File: src/hdl/wdt_pkg.sv
/*
 * Package for the watchdog / interval timer: register map, control field
 * positions, feed keys, timing constants and the bus carrier structs.
 * Assumes a 125 MHz system clock and an AXI4-Lite register bus.
 */
package wdt_pkg;

    // ------------------------------------------------------------------
    // Register map
    // ------------------------------------------------------------------
    // Registers are word indexed: the byte address is four times the index.
    localparam int ADDR_W = 10;
    localparam logic [7:0] CTL_INDEX = 8'ha7;
    localparam logic [ADDR_W-1:0] ADDR_CONTROL = {CTL_INDEX, 2'b00};
    localparam logic [ADDR_W-1:0] ADDR_FEED = 10'h2a0;
    localparam logic [ADDR_W-1:0] ADDR_IRQ_STATUS = 10'h2a4;
    localparam logic [ADDR_W-1:0] ADDR_IRQ_CLEAR = 10'h2a8;
    localparam logic [ADDR_W-1:0] ADDR_IRQ_ENABLE = 10'h2ac;
    localparam logic [ADDR_W-1:0] ADDR_COUNT = 10'h2b0;

    // ------------------------------------------------------------------
    // Control field layout
    // ------------------------------------------------------------------
    localparam int CTL_OVF_BIT = 5;
    localparam int CTL_RUN_BIT = 4;
    localparam int CTL_CLK_BIT = 3;
    localparam int CTL_SEL_MSB = 2;
    localparam int CTL_SEL_W = 3;
    localparam logic [7:0] CTL_RST_VALUE = 8'h10;
    localparam logic [7:0] CTL_WDT_RST_VALUE = 8'h30;
    localparam logic [7:0] CTL_WR_MASK = 8'h1f;

    localparam logic [7:0] FEED_KEY_FIRST = 8'h1e;
    localparam logic [7:0] FEED_KEY_SECOND = 8'he1;

    localparam int IRQ_W = 2;
    localparam int IRQ_OVF_BIT = 0;
    localparam int IRQ_BADFEED_BIT = 1;

    // ------------------------------------------------------------------
    // Timing
    // ------------------------------------------------------------------
    localparam int SYS_CLK_MHZ = 125;
    localparam int RESET_PULSE_NS = 1000;
    localparam int RESET_PULSE_CYC = (RESET_PULSE_NS * SYS_CLK_MHZ) / 1000;
    localparam int COUNT_W = 21;
    localparam int BASE_TICKS_LOG2 = 13;
    localparam logic [1:0] RESP_OKAY = 2'b00;
    localparam logic [1:0] RESP_SLVERR = 2'b10;

    typedef struct packed {
        logic [ADDR_W-1:0] addr;
        logic [31:0] data;
        logic [3:0] strb;
    } wr_req_t;

    typedef struct packed {
        logic [31:0] data;
        logic [1:0] resp;
    } rd_rsp_t;

endpackage

File: src/hdl/watchdog_interval_timer.sv
/*
 * Watchdog / interval timer with AXI4-Lite register access.
 * Assumes the oscillator ticks arrive as one-cycle enables synchronous to
 * sys_clk, and that the chip reset controller drives other_reset_active.
 */
// Local design decision: the AXI4-Lite interface to the registers.
`timescale 1ns/1ps
`default_nettype none
module watchdog_interval_timer
    import wdt_pkg::*;
(
    input wire logic sys_clk, // System clock, 125 MHz.
    input wire logic resetn, // Asynchronous reset, active low.
    input wire logic watchdog_enable_fuse, // Configuration fuse enabling watchdog mode.
    input wire logic wdt_osc_tick, // Dedicated oscillator tick enable.
    input wire logic alt_clk_tick, // Alternate clock tick enable.
    input wire logic other_reset_active, // Power-on, brownout or pin reset active.
    input wire logic power_down, // Chip is in power down mode.
    input wire logic [ADDR_W-1:0] s_axi_awaddr, // Write address.
    input wire logic s_axi_awvalid, // Write address valid.
    output logic s_axi_awready, // Write address ready.
    input wire logic [31:0] s_axi_wdata, // Write data.
    input wire logic [3:0] s_axi_wstrb, // Write strobes.
    input wire logic s_axi_wvalid, // Write data valid.
    output logic s_axi_wready, // Write data ready.
    output logic [1:0] s_axi_bresp, // Write response.
    output logic s_axi_bvalid, // Write response valid.
    input wire logic s_axi_bready, // Write response ready.
    input wire logic [ADDR_W-1:0] s_axi_araddr, // Read address.
    input wire logic s_axi_arvalid, // Read address valid.
    output logic s_axi_arready, // Read address ready.
    output logic [31:0] s_axi_rdata, // Read data.
    output logic [1:0] s_axi_rresp, // Read response.
    output logic s_axi_rvalid, // Read data valid.
    input wire logic s_axi_rready, // Read data ready.
    output logic wdt_reset_out, // Internal chip reset request.
    output logic osc_restart, // Main oscillator restart request.
    output logic irq // Level interrupt.
);

    // ------------------------------------------------------------------
    // Helpers
    // ------------------------------------------------------------------
    function automatic logic [COUNT_W-1:0] period_of(input logic [CTL_SEL_W-1:0] sel);
        period_of = COUNT_W'(1) << (BASE_TICKS_LOG2 + int'(sel));
    endfunction

    typedef enum logic [2:0] {
        BUS_IDLE = 3'b001,
        BUS_WRESP = 3'b010,
        BUS_RRESP = 3'b100
    } bus_state_t;

    // ------------------------------------------------------------------
    // State
    // ------------------------------------------------------------------
    bus_state_t bus_q, bus_d;
    logic aw_held_q, aw_held_d, w_held_q, w_held_d;
    wr_req_t wr_q, wr_d;
    rd_rsp_t rd_q, rd_d;
    logic [1:0] bresp_q, bresp_d;
    logic [7:0] ctl_q, ctl_d;
    logic ctl_locked_q, ctl_locked_d;
    logic key_armed_q, key_armed_d;
    logic [COUNT_W-1:0] cnt_q, cnt_d;
    logic [IRQ_W-1:0] ist_q, ist_d, ien_q, ien_d;
    logic [7:0] pulse_q, pulse_d;
    logic osc_q, osc_d;

    logic do_write, wr_byte0, fuse_run, tick, overflow, feed_wr, feed_ok, feed_bad;
    logic wdt_overflow;
    logic [7:0] wbyte;

    assign s_axi_awready = (bus_q == BUS_IDLE) && !aw_held_q;
    assign s_axi_wready = (bus_q == BUS_IDLE) && !w_held_q;
    assign s_axi_arready = (bus_q == BUS_IDLE) && !s_axi_awvalid && !aw_held_q;
    assign s_axi_bvalid = (bus_q == BUS_WRESP);
    assign s_axi_bresp = bresp_q;
    assign s_axi_rvalid = (bus_q == BUS_RRESP);
    assign s_axi_rdata = rd_q.data;
    assign s_axi_rresp = rd_q.resp;
    assign irq = |(ist_q & ien_q);
    assign wdt_reset_out = (pulse_q != 8'h00);
    assign osc_restart = osc_q;

    // The held flags are cleared in the very cycle the write is accepted,
    // so acceptance is read from the state change instead.
    assign do_write = (bus_q == BUS_IDLE) && (bus_d == BUS_WRESP);
    assign wr_byte0 = do_write && wr_d.strb[0];
    assign wbyte = wr_d.data[7:0];

    // ------------------------------------------------------------------
    // Bus slave
    // ------------------------------------------------------------------
    always_comb begin
        bus_d = bus_q;
        aw_held_d = aw_held_q;
        w_held_d = w_held_q;
        wr_d = wr_q;
        rd_d = rd_q;
        bresp_d = bresp_q;
        if (s_axi_awvalid && s_axi_awready) begin
            aw_held_d = 1'b1;
            wr_d.addr = s_axi_awaddr;
        end
        if (s_axi_wvalid && s_axi_wready) begin
            w_held_d = 1'b1;
            wr_d.data = s_axi_wdata;
            wr_d.strb = s_axi_wstrb;
        end
        case (bus_q)
            BUS_IDLE: begin
                if (aw_held_d && w_held_d) begin
                    aw_held_d = 1'b0;
                    w_held_d = 1'b0;
                    bus_d = BUS_WRESP;
                    bresp_d = (wr_d.addr == ADDR_CONTROL || wr_d.addr == ADDR_FEED
                        || wr_d.addr == ADDR_IRQ_CLEAR || wr_d.addr == ADDR_IRQ_ENABLE)
                        ? RESP_OKAY : RESP_SLVERR;
                end else if (s_axi_arvalid && s_axi_arready) begin
                    bus_d = BUS_RRESP;
                    rd_d.resp = RESP_OKAY;
                    case (s_axi_araddr)
                        ADDR_CONTROL: rd_d.data = {24'h000000, ctl_q};
                        ADDR_IRQ_STATUS: rd_d.data = {30'h0, ist_q};
                        ADDR_IRQ_ENABLE: rd_d.data = {30'h0, ien_q};
                        ADDR_COUNT: rd_d.data = {11'h0, cnt_q};
                        ADDR_FEED, ADDR_IRQ_CLEAR: rd_d.data = 32'h00000000;
                        default: begin
                            rd_d.data = 32'h00000000;
                            rd_d.resp = RESP_SLVERR;
                        end
                    endcase
                end
            end
            BUS_WRESP: if (s_axi_bready) bus_d = BUS_IDLE;
            BUS_RRESP: if (s_axi_rready) bus_d = BUS_IDLE;
            default: bus_d = BUS_IDLE;
        endcase
    end

    always_ff @(posedge sys_clk or negedge resetn) begin
        if (!resetn) begin
            bus_q <= BUS_IDLE;
            aw_held_q <= 1'b0;
            w_held_q <= 1'b0;
            wr_q <= '0;
            rd_q <= '0;
            bresp_q <= RESP_OKAY;
        end else begin
            bus_q <= bus_d;
            aw_held_q <= aw_held_d;
            w_held_q <= w_held_d;
            wr_q <= wr_d;
            rd_q <= rd_d;
            bresp_q <= bresp_d;
        end
    end

    // ------------------------------------------------------------------
    // Timer core
    // ------------------------------------------------------------------
    // The fuse wins over the run bit, so software can never halt the
    // watchdog; in watchdog mode the dedicated oscillator is always used
    // because the alternate source may be the very clock that failed.
    assign fuse_run = watchdog_enable_fuse || ctl_q[CTL_RUN_BIT];
    assign tick = (watchdog_enable_fuse || ctl_q[CTL_CLK_BIT])
        ? wdt_osc_tick : alt_clk_tick;
    assign overflow = fuse_run && tick && !other_reset_active
        && (cnt_q == period_of(ctl_q[CTL_SEL_MSB -: CTL_SEL_W]) - COUNT_W'(1));
    assign feed_wr = wr_byte0 && (wr_d.addr == ADDR_FEED);
    assign feed_ok = feed_wr && key_armed_q && (wbyte == FEED_KEY_SECOND);
    assign feed_bad = feed_wr && !feed_ok && (wbyte != FEED_KEY_FIRST);
    assign wdt_overflow = overflow && watchdog_enable_fuse;

    // ------------------------------------------------------------------
    // Counter
    // ------------------------------------------------------------------
    // A wrong feed never touches the count, so the overflow stays at its
    // scheduled time however software misbehaves.
    always_comb begin
        cnt_d = cnt_q;
        if (feed_ok) begin
            cnt_d = '0;
        end else if (other_reset_active) begin
            cnt_d = '0;
        end else if (fuse_run && tick) begin
            cnt_d = overflow ? '0 : cnt_q + COUNT_W'(1);
        end
    end

    always_ff @(posedge sys_clk or negedge resetn) begin
        if (!resetn) begin
            cnt_q <= '0;
        end else begin
            cnt_q <= cnt_d;
        end
    end

    // ------------------------------------------------------------------
    // Control register and feed key
    // ------------------------------------------------------------------
    always_comb begin
        ctl_d = ctl_q;
        ctl_locked_d = ctl_locked_q;
        key_armed_d = key_armed_q;
        if (wr_byte0 && (wr_d.addr == ADDR_CONTROL)) begin
            if (!(watchdog_enable_fuse && ctl_locked_q)) begin
                ctl_d = (ctl_q & ~CTL_WR_MASK) | (wbyte & CTL_WR_MASK);
                ctl_locked_d = 1'b1;
            end
        end
        if (feed_wr) begin
            key_armed_d = (wbyte == FEED_KEY_FIRST);
        end
        if (watchdog_enable_fuse) begin
            ctl_d[CTL_RUN_BIT] = 1'b1;
        end
        if (feed_ok) begin
            ctl_d[CTL_OVF_BIT] = 1'b0;
        end
        if (overflow) begin
            ctl_d[CTL_OVF_BIT] = 1'b1;
        end
        // A watchdog reset reloads the control register with the chip reset value
        // plus the overflow flag, but keeps the clock choice and reopens the single write.
        if (wdt_overflow) begin
            ctl_d = CTL_WDT_RST_VALUE;
            ctl_d[CTL_CLK_BIT] = ctl_q[CTL_CLK_BIT];
            ctl_locked_d = 1'b0;
            key_armed_d = 1'b0;
        end
    end

    always_ff @(posedge sys_clk or negedge resetn) begin
        if (!resetn) begin
            ctl_q <= CTL_RST_VALUE;
            ctl_locked_q <= 1'b0;
            key_armed_q <= 1'b0;
        end else begin
            ctl_q <= ctl_d;
            ctl_locked_q <= ctl_locked_d;
            key_armed_q <= key_armed_d;
        end
    end

    // ------------------------------------------------------------------
    // Interrupt status and enable
    // ------------------------------------------------------------------
    always_comb begin
        ist_d = ist_q;
        ien_d = ien_q;
        if (wr_byte0 && (wr_d.addr == ADDR_IRQ_CLEAR)) begin
            ist_d = ist_q & ~wbyte[IRQ_W-1:0];
        end
        if (wr_byte0 && (wr_d.addr == ADDR_IRQ_ENABLE)) begin
            ien_d = wbyte[IRQ_W-1:0];
        end
        // Events are applied after the clear, so a set in the same cycle wins.
        if (overflow) begin
            ist_d[IRQ_OVF_BIT] = 1'b1;
        end
        if (feed_bad) begin
            ist_d[IRQ_BADFEED_BIT] = 1'b1;
        end
    end

    always_ff @(posedge sys_clk or negedge resetn) begin
        if (!resetn) begin
            ist_q <= '0;
            ien_q <= '0;
        end else begin
            ist_q <= ist_d;
            ien_q <= ien_d;
        end
    end

    // ------------------------------------------------------------------
    // Reset pulse and oscillator restart
    // ------------------------------------------------------------------
    always_comb begin
        pulse_d = (pulse_q != 8'h00) ? pulse_q - 8'h01 : 8'h00;
        osc_d = osc_q && power_down;
        if (wdt_overflow) begin
            pulse_d = 8'(RESET_PULSE_CYC);
            osc_d = power_down;
        end
    end

    always_ff @(posedge sys_clk or negedge resetn) begin
        if (!resetn) begin
            pulse_q <= 8'h00;
            osc_q <= 1'b0;
        end else begin
            pulse_q <= pulse_d;
            osc_q <= osc_d;
        end
    end

endmodule
`default_nettype wire

File: config.mk
export PLATFORM = sky130hd
export DESIGN_NAME = watchdog_interval_timer
export DESIGN_NICKNAME = d
export VERILOG_FILES = /design/src/hdl/wdt_pkg.sv /design/src/hdl/watchdog_interval_timer.sv
export SDC_FILE = /design/constraint.sdc
export NUM_CORES = 1
export LEC_CHECK = 0
export BUFFER_PORTS_ARGS = -buffer_cell sky130_fd_sc_hd__buf_2
export CAP_MARGIN = 20
export CORE_MARGIN = 3
export CORE_UTILIZATION = 60
export CTS_CLUSTER_DIAMETER = 120
export DETAILED_ROUTE_END_ITERATION = 10
export PLACE_DENSITY_LB_ADDON = 0.2
export SYNTH_ARGS = -nofsm -noshare
export SYNTH_HDL_FRONTEND = slang
export SYNTH_SLANG_ARGS = --single-unit
File: constraint.sdc
create_clock -name sys_clk -period 9.3 [get_ports sys_clk]
set_input_delay 0.93 -clock sys_clk [delete_from_list [all_inputs] [get_ports sys_clk]]
set_output_delay 0.93 -clock sys_clk [all_outputs]
set_load 0.02 [all_outputs]
Yosys cells after proc, flatten, opt, wreduce, memory -nomap -nowiden
Index checks and enable logic that the tools add are counted.
{"block": "classes", "add_sub_neg": 4, "shift": 1, "reduce_logical": 50, "mux": 38, "n_eq_ne": 21, "bitwise_logic": 7}
{"cell": "$eq A10 B10 Y1 const B", "count": 10}
{"cell": "$mux W21", "count": 4}
{"cell": "$pmux W21 S4", "count": 1}
{"cell": "$mux W8", "count": 5}
{"cell": "$logic_and A1 B1 Y1", "count": 24}
{"cell": "$add A21 B1 Y21 const B", "count": 1}
{"cell": "$eq A21 B21 Y1", "count": 1}
{"cell": "$shl A1 B5 Y21 const A", "count": 1}
{"cell": "$sub A21 B1 Y21 const B", "count": 1}
{"cell": "$mux W1", "count": 18}
{"cell": "$mux W12", "count": 1}
{"cell": "$mux W3", "count": 4}
{"cell": "$mux W10", "count": 1}
{"cell": "$pmux W3 S3", "count": 1}
{"cell": "$eq A8 B5 Y1 const B", "count": 1}
{"cell": "$eq A8 B8 Y1 const B", "count": 1}
{"cell": "$ne A8 B5 Y1 const B", "count": 1}
{"cell": "$or A8 B5 Y8", "count": 1}
{"cell": "$reduce_and A2 Y1", "count": 4}
{"cell": "$reduce_bool A2 Y1", "count": 4}
{"cell": "$reduce_bool A8 Y1", "count": 1}
{"cell": "$sub A8 B1 Y8 const B", "count": 1}
{"cell": "$eq A3 B2 Y1 const B", "count": 2}
{"cell": "$mux W2", "count": 3}
{"cell": "other kinds (16)", "count": 29}
{"block": "totals", "regBits": 107, "input_bits": 68, "output_inout_bits": 44, "elab_cells": 143}

Depth between registers and ports, before layout
Gate-level depths: netlist (run 1).
{"block": "depth", "depth_word": 17, "depth_mapped": 19, "depth_no_buf": 14}

Worst setup path after synthesis (run 1)
Ideal clock, no wire load.
{"block": "synth_timing", "path_type": "register -> register", "from": "reg ctl_q[2]", "to": "reg cnt_q[17]", "setup_ps": 124, "stages_incl_launch_ff": 20, "slack_ps": 5178, "path_buffers": 7, "period_less_slack_ps": 4122, "required_ps": 9176, "t_arrival_ps": 3998, "path_cell_list": "dfrtp_1 clkbuf_1 clkbuf_1 inv_1 ha_1 buf_2 clkbuf_1 nand4_1 ha_1 clkbuf_1 nor4b_1 a221oi_1 o2111ai_1 xor2_1 nor4_1 nand4_1 clkbuf_1 buf_1 o211ai_1 nand2_1"}
{"block": "synth_via", "elab_chain_len": 9}
{"item": "start, declared", "line_no": "watchdog_interval_timer.sv:62", "text": "logic [7:0] ctl_q, ctl_d;"}
{"item": "start signal, assigned", "line_no": "watchdog_interval_timer.sv:241", "text": "ctl_q <= ctl_d;"}
{"item": "$add A4 B3 Y5", "line_no": "watchdog_interval_timer.sv:45", "text": "period_of = COUNT_W'(1) << (BASE_TICKS_LOG2 + int'(sel));"}
{"item": "$shl A1 B5 Y21", "line_no": "watchdog_interval_timer.sv:45"}
{"item": "$sub A21 B1 Y21", "line_no": "watchdog_interval_timer.sv:170", "text": "&& (cnt_q == period_of(ctl_q[CTL_SEL_MSB -: CTL_SEL_W]) - COUNT_W'(1));"}
{"item": "$eq A21 B21 Y1", "line_no": "watchdog_interval_timer.sv:170"}
{"item": "$logic_and A1 B1 Y1", "line_no": "watchdog_interval_timer.sv:170"}
{"item": "$mux W21", "line_no": "watchdog_interval_timer.sv:188", "text": "cnt_d = overflow ? '0 : cnt_q + COUNT_W'(1);"}
{"item": "$mux W21", "line_no": "watchdog_interval_timer.sv:187", "text": "end else if (fuse_run && tick) begin"}
{"item": "$mux W21", "line_no": "watchdog_interval_timer.sv:185", "text": "end else if (other_reset_active) begin"}
{"item": "$mux W21", "line_no": "watchdog_interval_timer.sv:183", "text": "if (feed_ok) begin"}
{"item": "end signal, assigned", "line_no": "watchdog_interval_timer.sv:196", "text": "cnt_q <= cnt_d;"}
{"item": "end, declared", "line_no": "watchdog_interval_timer.sv:65", "text": "logic [COUNT_W-1:0] cnt_q, cnt_d;"}
Every way passes these cells. The select of a mux whose other input is x is not followed.
A chain may end at the register's enable or synchronous reset.

Final worst setup path (run 1)
{"block": "layout_timing", "from": "reg ctl_q[2]", "to": "reg pulse_q[7]"}
{"block": "layout_via", "elab_chain_len": 7}
{"item": "$add A4 B3 Y5", "line_no": "watchdog_interval_timer.sv:45"}
{"item": "$shl A1 B5 Y21", "line_no": "watchdog_interval_timer.sv:45"}
{"item": "$sub A21 B1 Y21", "line_no": "watchdog_interval_timer.sv:170"}
{"item": "$eq A21 B21 Y1", "line_no": "watchdog_interval_timer.sv:170"}
{"item": "$logic_and A1 B1 Y1", "line_no": "watchdog_interval_timer.sv:170"}
{"item": "$logic_and A1 B1 Y1", "line_no": "watchdog_interval_timer.sv:174", "text": "assign wdt_overflow = overflow && watchdog_enable_fuse;"}
{"item": "$mux W8", "line_no": "watchdog_interval_timer.sv:284", "text": "if (wdt_overflow) begin"}
{"item": "net pulse_d[7]", "line_no": "watchdog_interval_timer.sv:67", "text": "logic [7:0] pulse_q, pulse_d;"}
{"item": "end signal, assigned", "line_no": "watchdog_interval_timer.sv:295", "text": "pulse_q <= pulse_d;"}
{"item": "end, declared", "line_no": "watchdog_interval_timer.sv:67"}
The timed path passes the listed nets, and every way through them passes these cells.

==> qor.csv, run 1 <==
stage,metric,value,unit
placed_design,port_buffers,71,
critical_path,cp_top_family,simple AND/OR/NAND/NOR gates,
synthesis,synthDistinctLibCells,72,
routing,first_pass_iters,7,
power,internal_power,0.000687,W
critical_path,critPathLaunchType,flop,
clocking,cts_resized,0,
routing,ant_nets,0,
critical_path,critPathRequiredTime,9530,ps
timing,worstMarginPinSlew,1000,ps
timing,hold_viol,0,
routing,num_vias,4812,
global_routing,grt_pass1_vias,4617,
critical_path,end_kind,flop,
power,p_seq_frac,0.468,
global_routing,grt_pass1_wl,21.4,mm
timing,tns,0,ps
placed_design,post-place-ws,3780,ps
critical_path,cp_max_fo,29,
routing,vias_per_cell,6.15,
global_routing,grt_start_max_net_pins,58,
status,status,"complete, no violations",
floorplan,initial_core_util,0.627,
job,drv_cap,0,
routing,drc,0,
floorplan,die-height,102,µm
finish,post_layout_nonfiller_instances,783,
power,power_density,178,nW/µm²
clocking,root_buffer,clkbuf_8,
floorplan,ios,112,
synthesis,synth_cells,629,
critical_path,crit_path_top_delay_cell,dfrtp_1,
clocking,worst_skew_pair.late_latency,370,ps
floorplan,die_x,102,µm
timing,clock_skew,20.7,ps
critical_path,max_stage_delay,900,ps
timing,setup_viol,0,
power,power_switching_share,0.357,
timing,fin_hold_ws,464,ps
power,power.leakage,2.72,nW
power,p_total,0.00107,W
timing,fin_crit,5680,ps
critical_path,rr_startpoint,ctl_q[2],
floorplan,core.rowCount,34,
synthesis,ys_seq_area_frac,0.404,
synthesis,async_reset_ff_frac,1.00,
clocking,cts.clk_slew.worst_paths,90,ps
min_path,hold_path_class,flop to flop,
critical_path,critPathArrivalTime,5910,ps
placed_design,place_congestion,0.930,
clocking,cts_setup_buffers,0,
timing,fin_ws,3620,ps
critical_path,crit_start,ctl_q[2],
routing,drtIter0Drc,337,
clocking,cts_tree,done,
synthesis,synth_edf_count,0,
critical_path,worst_path_most_repeated_cell,ha_1,
critical_path,path_buf_inv,2,
finish,drive_gt1_frac,0.193,
global_routing,grt_antenna_before_repair,0,
floorplan,dieArea,10400,µm²
placed_design,place_inst,767,
min_path,hold_path.startpoint,s_axi_rdata[14],
timing,period_share,0.611,
synthesis,postSynthAreaPerCell,8.77,µm²
critical_path,worstSetupPathType,flop to flop,
clocking,cts_buffers,9,
synthesis,ys.warnings.count,0,
floorplan,design.core.area,8810,µm²
global_routing,gr-usage-all-layers,0.255,
routing,drt-total-wl,12.6,mm
power,p_clk_frac,0.240,
clocking,cts_sinks,89,
clocking,cts_hold_buf,0,
synthesis,synth_area,5520,µm²
power,combPwrFrac,0.292,
finish,diodes,0,
routing,wl_per_cell,16.1,µm
timing,fmax,0.176,GHz
synthesis,synth-seq-cells,89,
finish,fin_nets,743,
synthesis,synthFlopType,dfrtp_1,
placed_design,hpwl,9.06,mm
clocking,cts_htree_levels,3,
power,power.switching,0.000382,W
critical_path,crit_chain,inv_1 > ha_1 > and3b_1 > nand2_1 > ha_1 > nor2b_1 > a221oi_1 > o2111ai_1 > xor2_1 > nor4_1 > nand4_1 > buf_4 > nor2_1 > nor3_1,
clocking,cts.path.max_buffers,2,
timing,max-slew-margin-rel,0.331,
finish,syn_to_final_growth,8.57,%
global_routing,overflow,0,
timing,rsz0062_at_grt,false,
timing,slew_violations,0,
power,peakVddDrop,0.000150,V
-- metrics by stage --
| step | utilization | area [µm²] |
|---|---|---|
| floorplan | - | 5560 |
| global placement | 0.659 | 5800 |
| detailed placement | 0.659 | 5800 |
| CTS | 0.680 | 5990 |
| global route | 0.680 | 5990 |
| finish | 0.680 | 5990 |
-- power groups by stage --
stage / Combinational [W] / Clock [W] / Sequential, W
detailed placement: 0.000310 / 0 / 0.000506
global placement: 0.000302 / 0 / 0.000501
global route: 0.000343 / 0.000274 / 0.000508
finish: 0.000312 / 0.000257 / 0.000500
CTS: 0.000311 / 0.000262 / 0.000499
floorplan: 0.000228 / 0 / 0.000506
-- routing by layer --
metal / global-route usage / part of all wire / vias up
met5: 0 / 0 / -
met4: 0.0999 / 0.026 / 0
met3: 0.0348 / 0.048 / 28
met2: 0.444 / 0.51 / 164
met1: 0.322 / 0.42 / 2320
li1: - / - / 2300
-- sequential cells by signal, indices dropped and copies added (netlist names), 2 cells and up --
signal,cells
bus_q,3
cnt_q,21
ctl_q,6
ien_q,2
ist_q,2
pulse_q,8
s_axi_rdata,21
wr_q,19
-- tightest hold or removal path: stages, from the launching register on --
cell and delay [ps]:
dfrtp_1 340, nand2_1 50, nand2_1 50
-- kinds of logic after synthesis --
kind of cell | after synthesis | share of synthesized area
flops | 89 | 0.404
fa+ha+maj | 6 | 0.0132
buf+inv | 78 | 0.0687
other cells | 1 | 0.000680
xor+xnor | 23 | 0.0365
simple gates | 291 | 0.275
mux | 34 | 0.0667
compound gates | 107 | 0.135
-- synthesized netlist by cell type (all sizes together), types with 3 or more instances --
cell type | number | area [µm²]
nor2 | 47 | 176
o211ai | 9 | 67.6
a21oi | 19 | 98.9
inv | 17 | 63.8
nand4 | 13 | 81.3
and3b | 3 | 26.3
and2 | 5 | 31.3
nand2b | 12 | 75.1
o22a | 4 | 35.0
buf | 24 | 176
xor2 | 10 | 87.6
o2111ai | 4 | 35.0
o22ai | 10 | 62.6
a31oi | 10 | 62.6
nand2 | 83 | 312
and3 | 12 | 76.3
mux2i | 15 | 150
nand3 | 43 | 220
nor4b | 7 | 61.3
clkbuf | 35 | 131
nand4b | 3 | 26.3
a2111oi | 3 | 32.5
xnor2 | 13 | 114
o21a | 3 | 22.5
nor4 | 4 | 25.0
mux2 | 19 | 218
nor2b | 16 | 100
a211oi | 4 | 30.0
nor3 | 18 | 90.1
ha | 5 | 62.6
nor4bb | 3 | 30.0
dfrtp | 87 | 2180
a221oi | 7 | 61.3
or2 | 5 | 31.3
o21ai | 17 | 88.8
or3b | 3 | 26.3
-- area by class of cell --
class,count,area (µm²)
flip-flops and latches,89,2230
inverters,19,71.3
fillers,707,2820
repair buffers,77,403
clock inverters,6,48.8
clock buffers,10,138
well taps,108,135
multi-input cells,474,2970
-- placed cells by master, fill, tap and decap left out, drive strengths merged, types with 12 or more instances in the layout --
cell type,instances
nor3,18
buf,77
dfrtp,87
and3,12
nand2,83
nand3,43
nand2b,12
nor2b,16
xnor2,13
o21ai,17
conb,13
inv,20
mux2,19
mux2i,15
a21oi,19
nand4,13
nor2,47
-- worst paths after layout --
check | to | slack, ps | cells after the start
min | s_axi_rdata[14] | 460 | 2
min reg2reg | s_axi_rdata[14] | 460 | 2
max | pulse_q[7] | 3620 | 14
max in group asynchronous | ctl_q[2] | 7760 | 2
min in group asynchronous | s_axi_rdata[11] | 470 | 1
max reg2reg | pulse_q[7] | 3620 | 14
(Power assumes the default switching activity.)
==> inputs of run 2 (changes only) <==
--- a/config.mk
+++ b/config.mk
@@ -8,7 +8,7 @@
 export BUFFER_PORTS_ARGS = -buffer_cell sky130_fd_sc_hd__buf_2
 export CAP_MARGIN = 20
 export CORE_MARGIN = 3
-export CORE_UTILIZATION = 60
+export CORE_UTILIZATION = 56
 export CTS_CLUSTER_DIAMETER = 120
 export DETAILED_ROUTE_END_ITERATION = 10
 export PLACE_DENSITY_LB_ADDON = 0.2
==> constraint.sdc (replaced) <==
create_clock -name sys_clk -period 5.65 [get_ports sys_clk]
set_input_delay 0.565 -clock sys_clk [delete_from_list [all_inputs] [get_ports sys_clk]]
set_output_delay 0.565 -clock sys_clk [all_outputs]
set_load 0.02 [all_outputs]
==> run 2 against run 1 <==
Against the previous run:
- design area increased by 1.3%
- critical path depth increased by 1
- flip-flop and latch count unchanged
- global-route usage decreased by 1.5 points
- final cell count increased by 3.2%
- clock-buffer cell count unchanged
- hold slack got worse by 350 ps
- critical endpoint is now ctl_q[1]
- largest cell class unchanged
==> qor.csv, run 2 (synthesized netlist as in run 1, its figures left out) <==
stage,metric,value,unit,change
status,status,"complete, no violations",,
finish,drive_gt1_frac,0.196,,+0.00357
critical_path,worstSetupPathType,flop to flop,,
floorplan,die-height,105,µm,+3.3%
finish,layout.cells.most_common,dfrtp_1,,
timing,clock_skew,13.4,ps,-7.31 ps
clocking,cts.path.max_buffers,2,,unchanged
floorplan,core.rowCount,35,,+2.9%
critical_path,crit_chain,and2_1 > inv_1 > ha_1 > and3b_1 > nand2_1 > ha_1 > nand2b_1 > o2111ai_1 > a2111oi_0 > nand4_1 > nor4_1 > nand4_1 > buf_4 > nor2_1 > nor2_1,,
global_routing,grt_pass1_wl,22.0,mm,+3.0%
critical_path,r2r_slack,1390,ps,-2230 ps
clocking,cts_setup_buffers,0,,unchanged
finish,final_cell_mix,"dfrtp_1, nand2_1, buf_2, nor2_1, nand3_1",,
critical_path,r2r_end,ctl_q[1],,
power,internal_power,0.00118,W,+71%
timing,period_share,0.755,,+0.144
critical_path,cp_top_family,simple AND/OR/NAND/NOR gates,,
critical_path,critPathLaunchType,flop,,
routing,wl_per_cell,16.0,µm,-0.81%
clocking,worst_skew_pair.late_latency,360,ps,about the same
routing,num_vias,4820,,+0.17%
power,power.switching,0.000630,W,+65%
power,power.leakage,2.74,nW,+0.74%
timing,fin_crit,4260,ps,-1420 ps
clocking,cts_hold_buf,0,,unchanged
clocking,cts_htree_levels,3,,unchanged
finish,num-fill-cells,801,,+13%
floorplan,die_x,105,µm,+3.3%
timing,rsz0062_at_grt,false,,
placed_design,post-place-ws,1520,ps,-2270 ps
timing,max-slew-margin-rel,0.431,,+0.100
job,drv_cap,0,,unchanged
critical_path,crit_start,ctl_q[0],,
power,power_density,298,nW/µm²,+67%
global_routing,grt_antenna_before_repair,0,,unchanged
finish,post_layout_nonfiller_instances,808,,+3.2%
timing,slew_violations,0,,unchanged
placed_design,port_buffers,71,,unchanged
critical_path,path_buf_inv,2,,unchanged
floorplan,design.core.area,9420,µm²,+6.9%
routing,drtIter0Drc,297,,-12%
placed_design,hpwl,9.19,mm,+1.5%
routing,ant_nets,0,,unchanged
global_routing,grt_start_max_net_pins,58,,unchanged
critical_path,critPathRequiredTime,5880,ps,-3650 ps
clocking,cts_sinks,89,,unchanged
critical_path,crit_path_top_delay_cell,ha_1,,
timing,hold_viol,0,,unchanged
min_path,hold_path_class,input pin to asynchronous set/reset pin,,
power,power_switching_share,0.349,,-0.00848
clocking,cts_buffers,9,,unchanged
clocking,root_buffer,clkbuf_8,,
clocking,cts_tree,done,,
timing,setup_viol,0,,unchanged
routing,drt-total-wl,12.9,mm,+2.4%
timing,fmax,0.234,GHz,+33%
finish,syn_to_final_growth,9.95,%,
critical_path,r2r_cells,15,,+1
power,p_seq_frac,0.453,,-0.015
timing,tns,0,ps,unchanged
finish,fin_nets,746,,+0.40%
timing,worstMarginPinSlew,852,ps,-152 ps
routing,drc,0,,unchanged
global_routing,gr-usage-all-layers,0.239,,-0.0155
critical_path,end_kind,flop,,
finish,final-seq-area,2230,µm²,unchanged
critical_path,rr_startpoint,ctl_q[0],,
placed_design,place_congestion,0.892,,-4.2%
clocking,cts.clk_slew.worst_paths,100,ps,about the same
routing,vias_per_cell,5.97,,-2.9%
floorplan,dieArea,11100,µm²,+6.7%
critical_path,critPathArrivalTime,4490,ps,-1420 ps
finish,multi_input_comb_area,2970,µm²,unchanged
clocking,cts_resized,0,,unchanged
floorplan,ios,112,,unchanged
floorplan,initial_core_util,0.586,,-0.0406
power,peakVddDrop,0.000215,V,+44%
power,combPwrFrac,0.287,,-0.005
power,p_clk_frac,0.260,,+0.020
global_routing,overflow,0,,unchanged
global_routing,grt_pass1_vias,4657,,+0.87%
timing,fin_ws,1390,ps,-2230 ps
critical_path,cp_max_fo,31,,+6.9%
routing,first_pass_iters,6,,-1
critical_path,max_stage_delay,520,ps,-380 ps
placed_design,place_inst,791,,+3.1%
==> run 2: cell types whose count changed in the layout (fill, tap and decap cells not counted), sizes merged <==
cell	previous run	this run
buf	77	80
clkinv	4	2
bufinv	0	1
clkinvlp	1	2
diode	0	1
==> run 2: power by group through the flow <==
stage / Clock, W / Sequential [W] / Combinational [W]
floorplan: 0 / 0.000833 / 0.000376
global placement: 0 / 0.000823 / 0.000501
detailed placement: 0 / 0.000829 / 0.000518
CTS: 0.000478 / 0.000818 / 0.000520
global route: 0.000504 / 0.000833 / 0.000580
finish: 0.000471 / 0.000819 / 0.000518
==> run 2: per-layer routing <==
| layer | global-route usage | wire (µm) |
|---|---|---|
| met1 | 0.303 | 5500 |
| met2 | 0.413 | 6470 |
| met5 | 0 | 0 |
| met4 | 0.0834 | 283 |
| met3 | 0.0404 | 673 |
==> run 2: worst max-delay path by stage <==
stage / endpoint / slack (ps) / cells past startpoint
2_1_floorplan: cnt_q[17] / 1530 / 19
3_3_place_gp: pulse_q[7] / 1630 / 15
3_5_place_dp: pulse_q[7] / 1520 / 15
4_1_cts: pulse_q[7] / 1490 / 15
5_1_grt: ctl_q[0] / 1090 / 15
6_report: ctl_q[1] / 1390 / 15
==> run 2: cell type report <==
class                   count  share of cell area
multi-input cells         474               0.489
flip-flops and latches     89               0.367
repair buffers             80              0.0701
well taps                 129              0.0266
clock buffers              10              0.0227
clock inverters             6              0.0122
inverters                  19              0.0118
diodes                      1            0.000412
==> run 2: per-stage QoR <==
step / util / hold WS [ps] / power [W] / area [µm²]
floorplan: - / 269 / 0.00121 / 5560
global placement: 0.622 / 444 / 0.00132 / 5850
detailed placement: 0.622 / 451 / 0.00135 / 5850
CTS: 0.644 / 124 / 0.00182 / 6060
global route: 0.644 / 139 / 0.00192 / 6060
finish: 0.644 / 115 / 0.00181 / 6070
==> run 2: worst reg2reg max path, stage by stage, from the launching register on <==
cell,delay (ps)
dfrtp_1,350
and2_1,160
inv_1,100
ha_1,520
and3b_1,360
nand2_1,80
ha_1,350
nand2b_1,190
o2111ai_1,150
a2111oi_0,460
nand4_1,160
nor4_1,290
nand4_1,140
buf_4,270
nor2_1,460
nor2_1,100
